## src/rtl/mms_map.vh

```
// Purpose: constants for the monitor measurement sequencer
// Assumes: 25 MHz ref_clk; 8-bit register port from the serial front end
// Notes: Functional notes below, then offsets, fields and timings
//
// Functional notes
// - Reset gives round-robin with monitoring off; config one bit 0 starts.
// - Round-robin order is supply, on-chip temperature, external temperature.
// - After external conversion the cycle restarts while monitoring is on.
// - Config two bit 4 leaves round-robin and selects single-channel mode.
// - Single-channel mode converts only the selected channel, back to back.
// - Select 00 converts supply; select 01 converts on-chip temperature.
// - Temperature results average 16 conversions while averaging is enabled.
// - Config two bit 5 set disables averaging; averaging is on after reset.
// - One conversion takes 712 us internal and 1.51 ms external.
// - Each 10-bit temperature result lands in a pair of 8-bit registers.
// - A serial transfer aborts conversion and resets the ADC; restart after.
// - Temperature is twos complement, 0.25 degree step, -128 to +127.
// - Supply result upper 8 bits at 0x06, lower 2 bits at 0x03.
// - Supply code is 7 V full scale on a 2.28 V reference, 3FF.
// - Internal reference is selected while any channel is converted.
// - Reference amplifier is powered while monitoring is enabled.
// - Temperature results compared with own limits; unmasked hits flag 0x00.
// - Supply result compared with limits; unmasked hits flag status two.
// - Interrupt output asserts on any flag, with selectable polarity.
// - High check is greater than; low check is less than or equal.
// - Limits are compared against the upper 8 bits of the result.
// - Low-bits read locks its upper-bits registers; upper read unlocks all.
`ifndef MMS_MAP_VH
`define MMS_MAP_VH

// Register offsets
`define MMS_A_TFLAG 8'h00
`define MMS_A_LOW_A 8'h03
`define MMS_A_LOW_B 8'h04
`define MMS_A_VDD_MSB 8'h06
`define MMS_A_INT_MSB 8'h07
`define MMS_A_EXT_MSB 8'h08
`define MMS_A_VFLAG 8'h10
`define MMS_A_CFG1 8'h18
`define MMS_A_CFG2 8'h19

// Config fields
`define MMS_B_MON_EN 0
`define MMS_B_SINGLE 4
`define MMS_B_AVG_DIS 5
`define MMS_CFG1_RST 8'h00
`define MMS_CFG2_RST 8'h00

// Channel codes
`define MMS_CH_VDD 2'h0
`define MMS_CH_INT 2'h1
`define MMS_CH_EXT 2'h2
`define MMS_CH_RSV 2'h3

// Averaging
`define MMS_AVG_LAST 4'hF

// Timing
`define MMS_CLK_NS 40
`define MMS_T_INT_US 712
`define MMS_T_EXT_US 1510
`define MMS_T_VDD_US 712

`endif

```

## src/rtl/mms_sequencer.v

```verilog
// Purpose: measurement sequencer for supply and temperature monitoring
// Assumes: ADC data valid at end of each timed conversion window
// Notes: register port is fed by an external serial protocol engine
`timescale 1ns/1ps
`include "mms_map.vh"

module mms_sequencer #(
    parameter INT_CYC = `MMS_T_INT_US * 1000 / `MMS_CLK_NS,
    parameter EXT_CYC = `MMS_T_EXT_US * 1000 / `MMS_CLK_NS,
    parameter VDD_CYC = `MMS_T_VDD_US * 1000 / `MMS_CLK_NS,
    parameter CNT_W = 16
) (
    // Clock and reset
    input wire ref_clk,
    input wire resetn,
    // Register port from the serial front end
    input wire xfer_active,
    input wire [7:0] reg_addr,
    input wire reg_wr,
    input wire [7:0] reg_wdata,
    input wire reg_rd,
    output reg [7:0] reg_rdata,
    // ADC and reference control
    output reg adc_start,
    output reg [1:0] adc_chan,
    output wire adc_reset,
    output wire adc_ref_int,
    output wire ref_amp_on,
    input wire [9:0] adc_data,
    // Limits, masks and interrupt
    input wire [7:0] int_hi_lim,
    input wire [7:0] int_lo_lim,
    input wire [7:0] ext_hi_lim,
    input wire [7:0] ext_lo_lim,
    input wire [7:0] vdd_hi_lim,
    input wire [7:0] vdd_lo_lim,
    input wire [5:0] limit_mask,
    input wire int_active_high,
    output reg int_out
);

    localparam ST_IDLE = 1'b0;
    localparam ST_CONV = 1'b1;

    // Greater-than check on upper result bits
    function mms_over;
        input [7:0] r;
        input [7:0] l;
        input sgn;
        begin
            if (sgn) begin
                mms_over = $signed(r) > $signed(l);
            end else begin
                mms_over = r > l;
            end
        end
    endfunction

    // Less-or-equal check on upper result bits
    function mms_under;
        input [7:0] r;
        input [7:0] l;
        input sgn;
        begin
            if (sgn) begin
                mms_under = $signed(r) <= $signed(l);
            end else begin
                mms_under = r <= l;
            end
        end
    endfunction

    // Conversion window per channel
    function [CNT_W-1:0] mms_len;
        input [1:0] ch;
        begin
            case (ch)
                `MMS_CH_INT: mms_len = INT_CYC[CNT_W-1:0];
                `MMS_CH_EXT: mms_len = EXT_CYC[CNT_W-1:0];
                default: mms_len = VDD_CYC[CNT_W-1:0];
            endcase
        end
    endfunction

    reg [7:0] cfg1_q;
    reg [7:0] cfg2_q;
    reg state_q;
    reg [1:0] rr_ch_q;
    reg [CNT_W-1:0] cnt_q;
    reg [3:0] nsamp_q;
    reg [13:0] acc_q;
    reg [7:0] vdd_msb_q;
    reg [7:0] int_msb_q;
    reg [7:0] ext_msb_q;
    reg [1:0] vdd_lsb_q;
    reg [1:0] int_lsb_q;
    reg [1:0] ext_lsb_q;
    reg lock_a_q;
    reg lock_b_q;
    reg [3:0] tflag_q;
    reg [1:0] vflag_q;

    wire mon_en = cfg1_q[`MMS_B_MON_EN];
    wire single = cfg2_q[`MMS_B_SINGLE];
    wire avg_dis = cfg2_q[`MMS_B_AVG_DIS];
    // A transfer in flight holds the sequencer off
    wire running = mon_en & ~xfer_active;
    wire [1:0] next_ch = single ? cfg2_q[1:0] : rr_ch_q;
    wire is_temp = (adc_chan != `MMS_CH_VDD);
    wire [13:0] acc_sum = acc_q + {{4{adc_data[9]}}, adc_data};
    wire last = (nsamp_q == `MMS_AVG_LAST) | avg_dis | ~is_temp;
    // Averaged result is sum over 16, else the single sample
    wire [9:0] result = (avg_dis | ~is_temp) ? adc_data : acc_sum[13:4];
    wire done = (state_q == ST_CONV) & (cnt_q == {CNT_W{1'b0}}) & running;
    wire commit = done & last;
    wire [7:0] res8 = result[9:2];

    // Per-channel limit hits, masked, gated by commit
    reg [3:0] tset;
    reg [1:0] vset;
    always @* begin
        tset = 4'h0;
        vset = 2'h0;
        if (commit) begin
            case (adc_chan)
                `MMS_CH_INT: begin
                    tset[0] = mms_over(res8, int_hi_lim, 1'b1);
                    tset[1] = mms_under(res8, int_lo_lim, 1'b1);
                end
                `MMS_CH_EXT: begin
                    tset[2] = mms_over(res8, ext_hi_lim, 1'b1);
                    tset[3] = mms_under(res8, ext_lo_lim, 1'b1);
                end
                default: begin
                    vset[0] = mms_over(res8, vdd_hi_lim, 1'b0);
                    vset[1] = mms_under(res8, vdd_lo_lim, 1'b0);
                end
            endcase
        end
        tset = tset & ~limit_mask[3:0];
        vset = vset & ~limit_mask[5:4];
    end

    // Reference stays internal for every conversion; amp follows enable
    assign adc_ref_int = (state_q == ST_CONV);
    assign ref_amp_on = mon_en;
    assign adc_reset = ~running;

    // Configuration writes
    always @(posedge ref_clk or negedge resetn) begin
        if (!resetn) begin
            cfg1_q <= `MMS_CFG1_RST;
            cfg2_q <= `MMS_CFG2_RST;
        end else if (reg_wr) begin
            if (reg_addr == `MMS_A_CFG1) begin
                cfg1_q <= {7'h00, reg_wdata[`MMS_B_MON_EN]};
            end
            if (reg_addr == `MMS_A_CFG2) begin
                cfg2_q <= {2'h0, reg_wdata[5:4], 2'h0, reg_wdata[1:0]};
            end
        end
    end

    // Conversion sequencer; an abort drops partial sums
    always @(posedge ref_clk or negedge resetn) begin
        if (!resetn) begin
            state_q <= ST_IDLE;
            rr_ch_q <= `MMS_CH_VDD;
            cnt_q <= {CNT_W{1'b0}};
            nsamp_q <= 4'h0;
            acc_q <= 14'h0000;
            adc_start <= 1'b0;
            adc_chan <= `MMS_CH_VDD;
        end else if (!running) begin
            state_q <= ST_IDLE;
            nsamp_q <= 4'h0;
            acc_q <= 14'h0000;
            adc_start <= 1'b0;
            if (!mon_en) begin
                rr_ch_q <= `MMS_CH_VDD;
            end
        end else begin
            adc_start <= 1'b0;
            case (state_q)
                ST_IDLE: begin
                    // Reserved select code simply idles
                    if (next_ch != `MMS_CH_RSV) begin
                        adc_chan <= next_ch;
                        cnt_q <= mms_len(next_ch);
                        adc_start <= 1'b1;
                        state_q <= ST_CONV;
                    end
                end
                ST_CONV: begin
                    if (cnt_q != {CNT_W{1'b0}}) begin
                        cnt_q <= cnt_q - 1'b1;
                    end else if (last) begin
                        nsamp_q <= 4'h0;
                        acc_q <= 14'h0000;
                        state_q <= ST_IDLE;
                        case (adc_chan)
                            `MMS_CH_VDD: rr_ch_q <= `MMS_CH_INT;
                            `MMS_CH_INT: rr_ch_q <= `MMS_CH_EXT;
                            default: rr_ch_q <= `MMS_CH_VDD;
                        endcase
                    end else begin
                        nsamp_q <= nsamp_q + 1'b1;
                        acc_q <= acc_sum;
                        cnt_q <= mms_len(adc_chan);
                        adc_start <= 1'b1;
                    end
                end
                default: state_q <= ST_IDLE;
            endcase
        end
    end

    // Result registers; upper bytes hold while locked
    always @(posedge ref_clk or negedge resetn) begin
        if (!resetn) begin
            vdd_msb_q <= 8'h00;
            int_msb_q <= 8'h00;
            ext_msb_q <= 8'h00;
            vdd_lsb_q <= 2'h0;
            int_lsb_q <= 2'h0;
            ext_lsb_q <= 2'h0;
        end else if (commit) begin
            case (adc_chan)
                `MMS_CH_INT: begin
                    int_lsb_q <= result[1:0];
                    if (!lock_a_q) begin
                        int_msb_q <= result[9:2];
                    end
                end
                `MMS_CH_EXT: begin
                    ext_lsb_q <= result[1:0];
                    if (!lock_b_q) begin
                        ext_msb_q <= result[9:2];
                    end
                end
                default: begin
                    // Supply code is the raw scaled ADC word
                    vdd_lsb_q <= result[1:0];
                    if (!lock_a_q) begin
                        vdd_msb_q <= result[9:2];
                    end
                end
            endcase
        end
    end

    // Read-side locking of the upper-bits registers
    always @(posedge ref_clk or negedge resetn) begin
        if (!resetn) begin
            lock_a_q <= 1'b0;
            lock_b_q <= 1'b0;
        end else if (reg_rd) begin
            case (reg_addr)
                `MMS_A_LOW_A: lock_a_q <= 1'b1;
                `MMS_A_LOW_B: lock_b_q <= 1'b1;
                `MMS_A_VDD_MSB, `MMS_A_INT_MSB, `MMS_A_EXT_MSB: begin
                    lock_a_q <= 1'b0;
                    lock_b_q <= 1'b0;
                end
                default: lock_a_q <= lock_a_q;
            endcase
        end
    end

    // Sticky flags clear on read; a new hit in that cycle wins
    always @(posedge ref_clk or negedge resetn) begin
        if (!resetn) begin
            tflag_q <= 4'h0;
            vflag_q <= 2'h0;
        end else begin
            if (reg_rd && reg_addr == `MMS_A_TFLAG) begin
                tflag_q <= tset;
            end else begin
                tflag_q <= tflag_q | tset;
            end
            if (reg_rd && reg_addr == `MMS_A_VFLAG) begin
                vflag_q <= vset;
            end else begin
                vflag_q <= vflag_q | vset;
            end
        end
    end

    // Interrupt pin follows any flag with chosen polarity
    always @(posedge ref_clk or negedge resetn) begin
        if (!resetn) begin
            int_out <= 1'b0;
        end else begin
            int_out <= ~((|tflag_q) | (|vflag_q)) ^ int_active_high;
        end
    end

    // Read data, registered one cycle after the strobe
    always @(posedge ref_clk or negedge resetn) begin
        if (!resetn) begin
            reg_rdata <= 8'h00;
        end else if (reg_rd) begin
            case (reg_addr)
                `MMS_A_TFLAG: reg_rdata <= {4'h0, tflag_q};
                `MMS_A_LOW_A: reg_rdata <= {4'h0, int_lsb_q, vdd_lsb_q};
                `MMS_A_LOW_B: reg_rdata <= {6'h00, ext_lsb_q};
                `MMS_A_VDD_MSB: reg_rdata <= vdd_msb_q;
                `MMS_A_INT_MSB: reg_rdata <= int_msb_q;
                `MMS_A_EXT_MSB: reg_rdata <= ext_msb_q;
                `MMS_A_VFLAG: reg_rdata <= {6'h00, vflag_q};
                `MMS_A_CFG1: reg_rdata <= cfg1_q;
                `MMS_A_CFG2: reg_rdata <= cfg2_q;
                default: reg_rdata <= 8'h00;
            endcase
        end
    end

endmodule

```

## config.mk

```make
export PLATFORM = sky130hd
export DESIGN_NAME = mms_sequencer
export DESIGN_NICKNAME = d
export VERILOG_FILES = /design/src/rtl/mms_sequencer.v
export VERILOG_INCLUDE_DIRS = /design/src /design/src/rtl
export SDC_FILE = /design/constraint.sdc
export NUM_CORES = 1
export LEC_CHECK = 0
export ABC_AREA = 0
export BUFFER_PORTS_ARGS = -buffer_cell sky130_fd_sc_hd__buf_4
export CAP_MARGIN = 20
export CORE_MARGIN = 2
export CORE_UTILIZATION = 45
export CTS_CLUSTER_DIAMETER = 40
export CTS_CLUSTER_SIZE = 12
export DETAILED_ROUTE_END_ITERATION = 10
export GPL_TIMING_DRIVEN = 1
export PLACE_DENSITY = 0.73
export SYNTH_ARGS = -nofsm -noshare
export SYNTH_HDL_FRONTEND = slang
export SYNTH_SLANG_ARGS = --single-unit
```

## constraint.sdc

```tcl
create_clock -name ref_clk -period 3.5 [get_ports ref_clk]
set_input_delay 0.7 -clock ref_clk [delete_from_list [all_inputs] [get_ports ref_clk]]
set_output_delay 0.7 -clock ref_clk [all_outputs]
set_load 0.03 [all_outputs]
```

==> out/qor_table.md, run 1 <==
| Metric | Reported |
|:---|:---|
| Capturing instance or port of the critical path | tflag_q[0] |
| Maximum net fanout on the critical path | 5 |
| Horizontal extent of the die | 125 um |
| Via count | 5955 |
| Setup slack of the worst register-to-register path | 0.16 ns |
| Setup-failing EPs final | 0 |
| Site Rows | 44 |
| Number of cells on the worst reg-to-reg path | 13 |
| Post-DR wirelength/cell | 16.1 um |
| Total detailed-routing wirelength | 16900 um |
| Worst hold margin | 0.406 ns |
| DRC violation count after routing | 0 |
| Result of the run | finished, final reports clean |
| Pre-Repair DR Iteration Count | 8 |
| Area of combinational cells with multiple inputs | 0.00401 sq mm |
| Initial core utilization | 45.5% |
| Wire length of the first global-routing pass | 28300 um |
| Switching portion of total power | 36.6% |
| Number of I/O port buffers | 96 |
| Worst slew margin | 47.0% |
| Net switching component of the power | 1.27 mW |
| Arrival time reported for the critical path endpoint | 3.69 ns |
| Core outline area | 0.0144 sq mm |
| Maximum vdd ir drop | 0.320 mV |
| Clock H-tree levels | 3 |
| Clock tree from TritonCTS | yes |
| CTS Root Buffer Type | clkbuf_16 |
| Number of antenna violations at the first check in global routing | 0 |
| Number of flops mapped to enable cells by yosys | 0 |
| Pin count of the biggest net entering global routing | 59 |
| Clock buffers created by TritonCTS | 9 |
| Post-layout net count | 1019 |
| Clock power share | 28.5% |
| Leakage power total | 4.11 nW |
| Cell count after synthesis | 718 |
| Die extent in y | 125 um |
| Number of DRC markers after the initial detailed-route iteration | 423 |
| Number of distinct library cells after synthesis | 77 |
| Number of nets with antenna violations after routing | 0 |
| Sequential cell fraction of total power | 33.7% |
| Critical path class | in2reg |
| Startpoint of the worst-slack reg-to-reg timing path | acc_q[6] |
| Clock-pin slew of the registers on the worst-case setup and hold paths | 0.07 ns |
| Timing-limited maximum frequency | 295 MHz |
| Storage element area | 0.00230 sq mm |
| Non-filler cells in the finished layout | 1053 |
| Number of max-cap violations | 0 |
| Actual slew at the worst max-slew pin | 0.794 ns |
| Count of yosys warnings during synthesis | 0 |
| Final critical-path required period | 3.39 ns |
| Final WS setup | 0.108 ns |
| Portion of total power attributed to combinational logic | 37.8% |
| Seq/Total Area, Yosys | 35.2% |
| Number of global-route vias before repair | 5726 |
| Sort of element at the start of the critical path | primary input |
| Net Count, Synth | 873 |
| Setup total negative slack | 0 ns |
| HP Class | in2async |
| Synth Register Bits | 92 |
| Final global-route overflow total | 0 |
| Worst Setup Slack post-DPL | -0.309 ns |
| R2R Path End | tflag_q[0] |
| Clock Sinks | 92 |
| Most used cells in the layout excluding fill and tap cells | buf_4, dfrtp_1, ha_1 |
| Most common flop cell mapped by yosys | dfrtp_1 |
| Detailed placement HPWL | 13000 um |
| Worst-skew pair later-pin latency | 0.37 ns |
| Part of the cycle the worst path needs | 96.9% |
| Final RePlAce weighted congestion | 0.900 |
| Number of fill cells | 1257 |
| Required arrival time at the worst endpoint | 3.80 ns |
| Number of buffers on the longest clock path | 2 |
| Cell count after placement | 1033 |
| Leading cell type in the layout, fill and taps excluded | buf_4 |
| Launch point of the worst path | adc_data[6] |
| Fraction of layout instances using a drive strength above 1 | 26.2% |
| Cell internal power dissipation | 2.21 mW |
| Final Max Tran Viols | 0 |
| Overall die area | 0.0155 sq mm |
| Worst Setup End Kind | register |
| Mean instance size in the synthesized netlist | 9.11 sq um |
| Antenna diode count | 0 |
| Via-per-instance ratio | 5.66 |
| Post-synthesis async set-or-reset flop share | 100% |
| Power per unit of standard cell area | 424 mW/mm^2 |
| Area growth from synthesis to layout | 25.6% |
| Hold violation total from the final report | 0 |
| Final Total Pwr | 3.48 mW |
| Combined area of all synthesized cells | 0.00654 sq mm |
| Total routing resource utilization after global routing | 22.3% |
| Worst clock skew | 0.0133 ns |
| Top-Level Pins | 101 |
## routing by layer
metal / global-route usage (%) / share of wire [%]
met1: 31.4 / 48
met2: 35.0 / 46
met3: 4.55 / 5.2
met4: 6.28 / 1.1
met5: 0 / 0
## cell families (layout without fill, tap and decap cells)
logic type               count (synthesis)  in the layout  share of synthesized area, %
buffers and inverters                   75            226                          4.44
flip-flops                              92             92                          35.2
multiplexers                            39             39                          6.54
AND/OR/NAND/NOR                        242            242                          19.5
adder cells (fa/ha/maj)                 69             69                          13.3
XOR/XNOR                                13             13                          1.74
AO/OA/AOI/OAI                          188            188                          19.3
## final cells by class
class,instances,share of cell area [%]
repair buffers,150,14.0
well taps,184,2.80
flip-flops and latches,92,28.0
clock inverters,7,0.989
inverters,60,2.74
multi-input cells,551,48.7
clock buffers,9,2.74
## worst max-delay path, stage by stage
cell and delay, ns:
buf_4 0.12, ha_1 0.34, and2_1 0.18, buf_4 0.12, o21ai_0 0.14, nor3_1 0.37
nor4_1 0.10, buf_4 0.16, o31ai_4 0.38, ha_1 0.32, nand4_1 0.09, o21ai_0 0.10
a2111oi_0 0.38, a22o_1 0.18
## flip-flops by register name, summed over array words and instances, names as in the netlist, 4 cells and up
signal / flops
nsamp_q: 4
cnt_q: 16
ext_msb_q: 8
vdd_msb_q: 8
int_msb_q: 8
acc_q: 14
cfg2_q: 4
reg_rdata: 8
tflag_q: 4
## through the flow
step	util [%]	cell area, sq um
detailed placement	54.6	7850
floorplan	-	6570
global route	57.2	8220
CTS	56.7	8150
global placement	54.6	7850
finish	57.2	8220
## synthesized netlist by cell type (all sizes together) (4+ instances only)
cell | number | area [sq um]
nor4 | 13 | 103
mux2 | 30 | 338
or4 | 5 | 41.3
and3 | 8 | 50.1
a22o | 16 | 140
mux2i | 9 | 90.1
nand3 | 21 | 110
o211ai | 4 | 30.0
o21a | 8 | 60.1
dfrtp | 92 | 2300
and2 | 7 | 43.8
a21o | 13 | 97.6
nor3b | 4 | 45.1
a221oi | 5 | 43.8
inv | 59 | 221
clkbuf | 8 | 30.0
o21ai | 41 | 205
nor3 | 12 | 65.1
buf | 7 | 35.0
xor2 | 9 | 78.8
ha | 68 | 851
nand2b | 5 | 31.3
xnor2 | 4 | 35.0
nand4 | 17 | 106
nor2 | 63 | 241
nor2b | 16 | 100
o31ai | 9 | 72.6
a21oi | 44 | 220
a31oi | 10 | 62.6
nand2 | 54 | 203
a211oi | 5 | 37.5
## how the worst min path moves through the flow
stage / depth (start not counted) / slack (ns) / start / to
after CTS: 1 / 0.43 / resetn / adc_start
after floorplan: 0 / 0.40 / resetn / acc_q[0]
after detailed placement: 1 / 0.47 / acc_q[7] / acc_q[7]
final: 1 / 0.41 / resetn / adc_start
after global routing: 1 / 0.47 / resetn / adc_start
after global placement: 1 / 0.46 / acc_q[7] / acc_q[7]
## what timing repair did
item	in CTS	in global routing
gates resized for setup	0	8
setup buffers	0	5
endpoints found under the setup margin	0	6
endpoints found under the hold margin	0	0
hold buffers	0	0
## power groups by stage
stage,sequential (mW),clock [mW],combinational (mW)
2_1_floorplan,1.21,0,0.763
3_3_place_gp,1.19,0,1.24
3_5_place_dp,1.19,0,1.27
4_1_cts,1.17,1.02,1.27
5_1_grt,1.18,1.06,1.49
6_report,1.17,0.993,1.31
Note: power is estimated with default switching activity, not from simulation.
==> run 2: changes to the inputs <==
Settings changed: ABC_AREA 0 to 1.
==> run 2 against run 1 <==
Against the previous run:
- sequential share of layout area shrank 0.15 points
- synthesized area grew 5.9%
- final cell count grew 25%
- first-iteration DRC count grew 18%
- hold slack gained 0.015 ns
- clock power shrank 1%
- critical path depth grew 4
- core utilization shrank 2.6 points
- clock-buffer cell count grew 1
- synthesized cell count grew 40%
- total power shrank 2.8%
- highest routed layer unchanged
==> out/qor_table.md, run 2 <==
| Metric | Reported | Change |
|:---|:---|:---|
| Final Max Tran Viols | 0 | unchanged |
| Site Rows | 45 | +2.3% |
| Area of combinational cells with multiple inputs | 0.00396 sq mm | -1.2% |
| Clock-pin slew of the registers on the worst-case setup and hold paths | 0.07 ns | about the same |
| Required arrival time at the worst endpoint | 3.80 ns | about the same |
| Power per unit of standard cell area | 409 mW/mm^2 | -3.3% |
| Register with the most flip-flops | cnt_q |  |
| Count of yosys warnings during synthesis | 0 | unchanged |
| CTS Root Buffer Type | clkbuf_16 |  |
| Clock H-tree levels | 3 | unchanged |
| Post-DR wirelength/cell | 13.5 um | -16% |
| Final global-route overflow total | 0 | unchanged |
| Maximum vdd ir drop | 0.233 mV | -27% |
| Actual slew at the worst max-slew pin | 0.777 ns | -0.0168 ns |
| Setup repair after global routing missed its margin | no |  |
| Area growth from synthesis to layout | 19.2% |  |
| Top-Level Pins | 101 | unchanged |
| Clock buffers created by TritonCTS | 9 | unchanged |
| Number of I/O port buffers | 96 | unchanged |
| Hold violation total from the final report | 0 | unchanged |
| Mean instance size in the synthesized netlist | 6.91 sq um | -24% |
| Setup Fix Bufs, Post-CTS | 0 | unchanged |
| Post-synthesis async set-or-reset flop share | 100% | unchanged |
| Antenna diode count | 0 | unchanged |
| Arrival time reported for the critical path endpoint | 3.49 ns | -0.20 ns |
| Number of antenna violations at the first check in global routing | 0 | unchanged |
| Flip-flop count of the largest register after layout | 16 | unchanged |
| Critical path class | in2reg |  |
| Worst slew margin | 48.2% | +1.3 points |
| Pin count of the biggest net entering global routing | 62 | +5.1% |
| Via count | 6695 | +12% |
| Number of fill cells | 1466 | +17% |
| DRC violation count after routing | 0 | unchanged |
| Number of global-route vias before repair | 6256 | +9.3% |
| Total detailed-routing wirelength | 17700 um | +4.5% |
| HP Class | in2async |  |
| Cell count after synthesis | 1003 | +40% |
| Timing-limited maximum frequency | 313 MHz | +6.1% |
| Post-CTS Hold Fix Bufs | 0 | unchanged |
| Result of the run | finished, final reports clean |  |
| Die extent in y | 128 um | +2.8% |
| Startpoint of the worst-slack reg-to-reg timing path | acc_q[0] |  |
| Seq/Total Area, Yosys | 33.2% | -2.0 points |
| Area contributors post-synth | dfrtp_1, nand2_1, ha_1 |  |
| Worst-skew pair later-pin latency | 0.35 ns | -0.02 ns |
| Overall die area | 0.0164 sq mm | +5.7% |
| Net Count, Synth | 1158 | +33% |
| Dominant cell by count in the synthesized netlist | nand2_1 |  |
| Met1 track utilization from global routing | 32.5% | +1.1 points |
| Leakage power total | 4.72 nW | +15% |
| Proportion of netlist area held by the largest area contributor | 33.2% | -2.0 points |
| Combined area of all synthesized cells | 0.00693 sq mm | +5.9% |
| Cell accounting for the most synthesized area | dfrtp_1 |  |
| Worst Setup Slack post-DPL | -0.0474 ns | +0.262 ns |
| Number of buffers on the longest clock path | 2 | unchanged |
| Fraction of layout instances using a drive strength above 1 | 13.8% | -12 points |
| Final critical-path required period | 3.20 ns | -0.196 ns |
| Maximum net fanout on the critical path | 6 | +1 |
| Number of max-cap violations | 0 | unchanged |
| Wire length of the first global-routing pass | 29800 um | +5.5% |
| Most used cells in the layout excluding fill and tap cells | nand2_1, inv_1, buf_4 |  |
| Number of DRC markers after the initial detailed-route iteration | 500 | +18% |
| Core outline area | 0.0151 sq mm | +5.4% |
| Via-per-instance ratio | 5.10 | -9.8% |
| Worst clock skew | 0.00768 ns | -0.00562 ns |
| Synth Register Bits | 92 | unchanged |
| Worst Setup End Kind | register |  |
| Met2 usage in global routing | 35.5% | +0.51 points |
| Storage element area | 0.00230 sq mm | unchanged |
| Final RePlAce weighted congestion | 0.890 | -1.2% |
| Layer with the highest usage after global routing | met2 |  |
| Final instance area | 0.00827 sq mm | +0.53% |
| Number of flops mapped to enable cells by yosys | 0 | unchanged |
| Most frequent cells after synthesis | nand2_1, inv_1, dfrtp_1 |  |
| Horizontal extent of the die | 128 um | +2.8% |
| Met3 Track Usage GR | 3.05% | -1.5 points |
| Pre-Repair DR Iteration Count | 5 | -3 |
| Setup-failing EPs final | 0 | unchanged |
| Number of nets with antenna violations after routing | 0 | unchanged |
| Total routing resource utilization after global routing | 22.7% | +0.42 points |
| Final design utilization | 54.6% | -2.6 points |
| Initial core utilization | 45.8% | +0.23 points |
| Leading cell type in the layout, fill and taps excluded | nand2_1 |  |
| Clock Sinks | 92 | unchanged |
| Most common flop cell mapped by yosys | dfrtp_1 |  |
| Post-layout net count | 1274 | +25% |
| Post-CTS resize count | 0 | unchanged |
| Clock tree from TritonCTS | yes |  |
| Final WS setup | 0.304 ns | +0.196 ns |
| Regs by FF count | cnt_q x16, acc_q x14 |  |
| Detailed placement HPWL | 13800 um | +6.0% |
| Part of the cycle the worst path needs | 91.3% | -5.6 points |
| Sort of element at the start of the critical path | primary input |  |
| Number of distinct library cells after synthesis | 46 | -40% |
| Launch point of the worst path | adc_data[0] |  |
| Post-placement cell area | 0.00797 sq mm | +1.6% |
run 2: path summary, 6_finish.rpt:
path	endpoint	cells after the start	slack, ns
max in group asynchronous	int_msb_q[6]	2	2.38
hold reg to reg	int_msb_q[2]	2	0.47
min in group ref_clk	int_msb_q[2]	2	0.47
setup / recovery	tflag_q[1]	18	0.30
setup reg to reg	tflag_q[1]	17	0.39
hold / removal	cnt_q[13]	1	0.42
run 2: final cells by class:
class                           count  share of cell area [%]
Tap cell                          188                    2.85
Sequential cell                    92                    27.9
Clock inverter                      6                   0.666
Timing Repair Buffer              113                    10.3
Multi-Input combinational cell    736                    47.9
Clock buffer                       10                    2.89
Inverter                          167                    7.58
run 2: cells by family (layout without fill, tap and decap cells):
| group | count (synthesis) | count (layout) | share of synthesized area, % |
|---|---|---|---|
| AOI/OAI and AO/OA | 115 | 115 | 9.71 |
| xor gates and xnor gates | 12 | 12 | 1.52 |
| adders and majority gates | 69 | 69 | 12.6 |
| buffers and inverters | 175 | 296 | 9.69 |
| DFF | 92 | 92 | 33.2 |
| muxes | 2 | 2 | 0.289 |
| and+or+nand+nor | 538 | 538 | 33.0 |
run 2: metal layers:
metal	vias up	share of wire [%]
met4	0	2.1
met3	33	4.8
met5	-	0
li1	3425	-
met2	183	44
met1	3054	49
run 2: stage by stage:
stage / TNS [ns] / std cells / power [mW] / hold WS, ns
after floorplan: 0 / 1003 / 2.05 / 0.404
after global placement: -0.0184 / 1296 / 2.39 / 0.454
after detailed placement: -0.0817 / 1296 / 2.41 / 0.458
after CTS: 0 / 1312 / 3.39 / 0.458
after global routing: 0 / 1312 / 3.63 / 0.483
final: 0 / 1312 / 3.38 / 0.421
run 2: where the power goes:
group | switching [mW] | internal [mW] | total [mW]
registers | 0.115 | 1.17 | 1.29
clock network | 0.463 | 0.517 | 0.980
logic | 0.687 | 0.432 | 1.12
total | 1.27 | 2.12 | 3.38
run 2: worst max-delay path, cell delays in order:
cell,delay [ns]
buf_4,0.11
ha_1,0.22
fa_1,0.39
nand3_1,0.10
nand3_1,0.17
nand2_1,0.13
nand2_1,0.05
nand2_1,0.05
nand2_1,0.05
a21boi_0,0.16
buf_4,0.17
inv_1,0.17
ha_1,0.33
nand3_1,0.06
or3_1,0.31
nand3_1,0.17
nand3b_1,0.09
nand2_1,0.06
==> run 3: changes to the inputs <==
Settings changed: CORE_UTILIZATION 45 to 35, GPL_ROUTABILITY_DRIVEN from default to 0, PLACE_DENSITY 0.73 to 0.6.
==> run 3 against run 2 <==
Against the previous run:
- sequential power barely moved
- critical path depth stayed put
- non-clock buffer count up 17
- core utilization fell by 11 points
- register-to-register slack better by 0.05 ns
- sequential share of layout area down 0.77 points
- total power grew 0.86%
- critical path type unchanged
- largest power group unchanged
==> out/qor_table.md, run 3 (same netlist as run 2, synthesis figures left out) <==
| Metric | Reported | Change |
|:---|:---|:---|
| Detailed placement HPWL | 14500 um | +5.2% |
| Number of max-cap violations | 0 | unchanged |
| Post-CTS resize count | 0 | unchanged |
| Total detailed-routing wirelength | 18500 um | +4.8% |
| Startpoint of the worst-slack reg-to-reg timing path | acc_q[0] |  |
| Wire length of the first global-routing pass | 30400 um | +2.1% |
| Launch point of the worst path | adc_data[0] |  |
| Hold violation total from the final report | 0 | unchanged |
| Result of the run | finished, final reports clean |  |
| Final Max Tran Viols | 0 | unchanged |
| Setup Fix Bufs, Post-CTS | 0 | unchanged |
| Via-per-instance ratio | 4.63 | -9.3% |
| Worst Setup Slack post-DPL | -0.0272 ns | +0.0203 ns |
| Number of DRC markers after the initial detailed-route iteration | 343 | -31% |
| Post-layout net count | 1291 | +1.3% |
| Power per unit of standard cell area | 402 mW/mm^2 | -1.9% |
| Core outline area | 0.0195 sq mm | +29% |
| Final WS setup | 0.345 ns | +0.0409 ns |
| Final Total Pwr | 3.41 mW | +0.86% |
| HP Class | in2async |  |
| Maximum net fanout on the critical path | 5 | -1 |
| Site Rows | 51 | +13% |
| Number of global-route vias before repair | 6120 | -2.2% |
| Flip-flop count of the largest register after layout | 16 | unchanged |
| Via count | 6510 | -2.8% |
| Clock Sinks | 92 | unchanged |
| Register with the most flip-flops | cnt_q |  |
| Horizontal extent of the die | 145 um | +13% |
| Part of the cycle the worst path needs | 90.1% | -1.2 points |
| Number of antenna violations at the first check in global routing | 0 | unchanged |
| Total routing resource utilization after global routing | 18.6% | -4.1 points |
| Pre-Repair DR Iteration Count | 5 | unchanged |
| Number of cells on the worst reg-to-reg path | 17 | unchanged |
| Pin count of the biggest net entering global routing | 52 | -16% |
| Arrival time reported for the critical path endpoint | 3.45 ns | -0.04 ns |
| DRC violation count after routing | 0 | unchanged |
| Clock H-tree levels | 3 | unchanged |
| Number of buffers on the longest clock path | 2 | unchanged |
| Overall die area | 0.0209 sq mm | +28% |
| Final global-route overflow total | 0 | unchanged |
| Post-CTS Hold Fix Bufs | 0 | unchanged |
| Actual slew at the worst max-slew pin | 0.749 ns | -0.0276 ns |
| Worst hold margin | 0.391 ns | -0.0297 ns |
| Post-DR wirelength/cell | 13.2 um | -2.2% |
| Leakage power total | 4.81 nW | +1.9% |
| Required arrival time at the worst endpoint | 3.79 ns | about the same |
| Area growth from synthesis to layout | 22.6% |  |
| Worst Setup End Kind | register |  |
| Setup-failing EPs final | 0 | unchanged |
| Die extent in y | 145 um | +13% |
| Final critical-path required period | 3.16 ns | -0.0409 ns |
| Worst-skew pair later-pin latency | 0.36 ns | about the same |
| Worst clock skew | 0.0170 ns | +0.00930 ns |
| Worst slew margin | 49.9% | +1.7 points |
| Number of I/O port buffers | 96 | unchanged |
| Critical path class | in2reg |  |
| Antenna diode count | 0 | unchanged |
| Top-Level Pins | 101 | unchanged |
| Sort of element at the start of the critical path | primary input |  |
| Regs by FF count | cnt_q x16, acc_q x14 |  |
| Maximum vdd ir drop | 0.249 mV | +6.9% |
| CTS Root Buffer Type | clkbuf_16 |  |
| Setup repair after global routing missed its margin | no |  |
| Clock tree from TritonCTS | yes |  |
| Clock buffers created by TritonCTS | 9 | unchanged |
| Fraction of layout instances using a drive strength above 1 | 15.1% | +1.3 points |
| Final design utilization | 43.7% | -11 points |
| Most used cells in the layout excluding fill and tap cells | nand2_1, inv_1, buf_4 |  |
| Clock-pin slew of the registers on the worst-case setup and hold paths | 0.08 ns | about the same |
| Timing-limited maximum frequency | 317 MHz | +1.3% |
| Leading cell type in the layout, fill and taps excluded | nand2_1 |  |
| Number of nets with antenna violations after routing | 0 | unchanged |
| Initial core utilization | 35.6% | -10 points |
run 3: cell count changes in the layout (fill, tap and decap cells not counted):
| cell | previous run | this run |
|---|---|---|
| buf_4 | 113 | 129 |
| clkinv_2 | 0 | 1 |
| clkinv_8 | 0 | 1 |
| clkinvlp_4 | 2 | 1 |
| inv_8 | 2 | 1 |
| buf_12 | 0 | 1 |
| clkinv_4 | 0 | 1 |
| clkbuf_8 | 1 | 0 |
run 3: path summary, 6_finish.rpt:
check	endpoint	slack (ns)
hold / removal	cnt_q[11]	0.39
min in group ref_clk	rr_ch_q[1]	0.47
setup reg to reg	tflag_q[1]	0.44
hold reg to reg	rr_ch_q[1]	0.47
setup / recovery	tflag_q[1]	0.34
max in group asynchronous	ext_msb_q[1]	2.42
run 3: final cells by class:
| class | instances | area (sq um) |
|---|---|---|
| fill | 2045 | 11000 |
| multi-input combinational | 736 | 3960 |
| sequential | 92 | 2300 |
| timing repair buffer | 130 | 988 |
| inverter | 167 | 627 |
| tap | 265 | 332 |
| clock buffer | 9 | 225 |
| clock inverter | 7 | 66.3 |
run 3: per-stage QoR:
| stage | cells | setup TNS (ns) | instance area [sq um] |
|---|---|---|---|
| global placement | 1390 | 0 | 8210 |
| global route | 1406 | 0 | 8500 |
| detailed placement | 1390 | -0.0272 | 8210 |
| CTS | 1406 | 0 | 8500 |
| finish | 1406 | 0 | 8500 |
| floorplan | 1003 | 0 | 6930 |
run 3: report_power, final:
| group | switching [mW] | total [mW] | leakage, nW | internal, mW |
|---|---|---|---|---|
| Sequential | 0.120 | 1.29 | 1.17 | 1.17 |
| Clock | 0.481 | 0.980 | 0.141 | 0.499 |
| Combinational | 0.690 | 1.14 | 3.49 | 0.452 |
run 3: worst max-delay path, stage by stage:
cell and delay [ns]:
buf_4 0.11, ha_1 0.22, fa_1 0.39, nand3_1 0.10, nand3_1 0.16, nand2_1 0.13
nand2_1 0.05, nand2_1 0.05, nand2_1 0.05, a21boi_0 0.15, buf_4 0.18, inv_1 0.14
ha_1 0.31, nand3_1 0.07, or3_1 0.30, nand3_1 0.17, nand3b_1 0.10, nand2_1 0.06
run 3: layer usage:
| metal | global-route usage [%] | vias up | wire length, um |
|---|---|---|---|
| met2 | 29.8 | 131 | 8120 |
| met3 | 2.93 | 14 | 815 |
| li1 | - | 3460 | - |
| met5 | 0 | - | 0 |
| met4 | 3.73 | 0 | 223 |
| met1 | 26.7 | 2905 | 9380 |
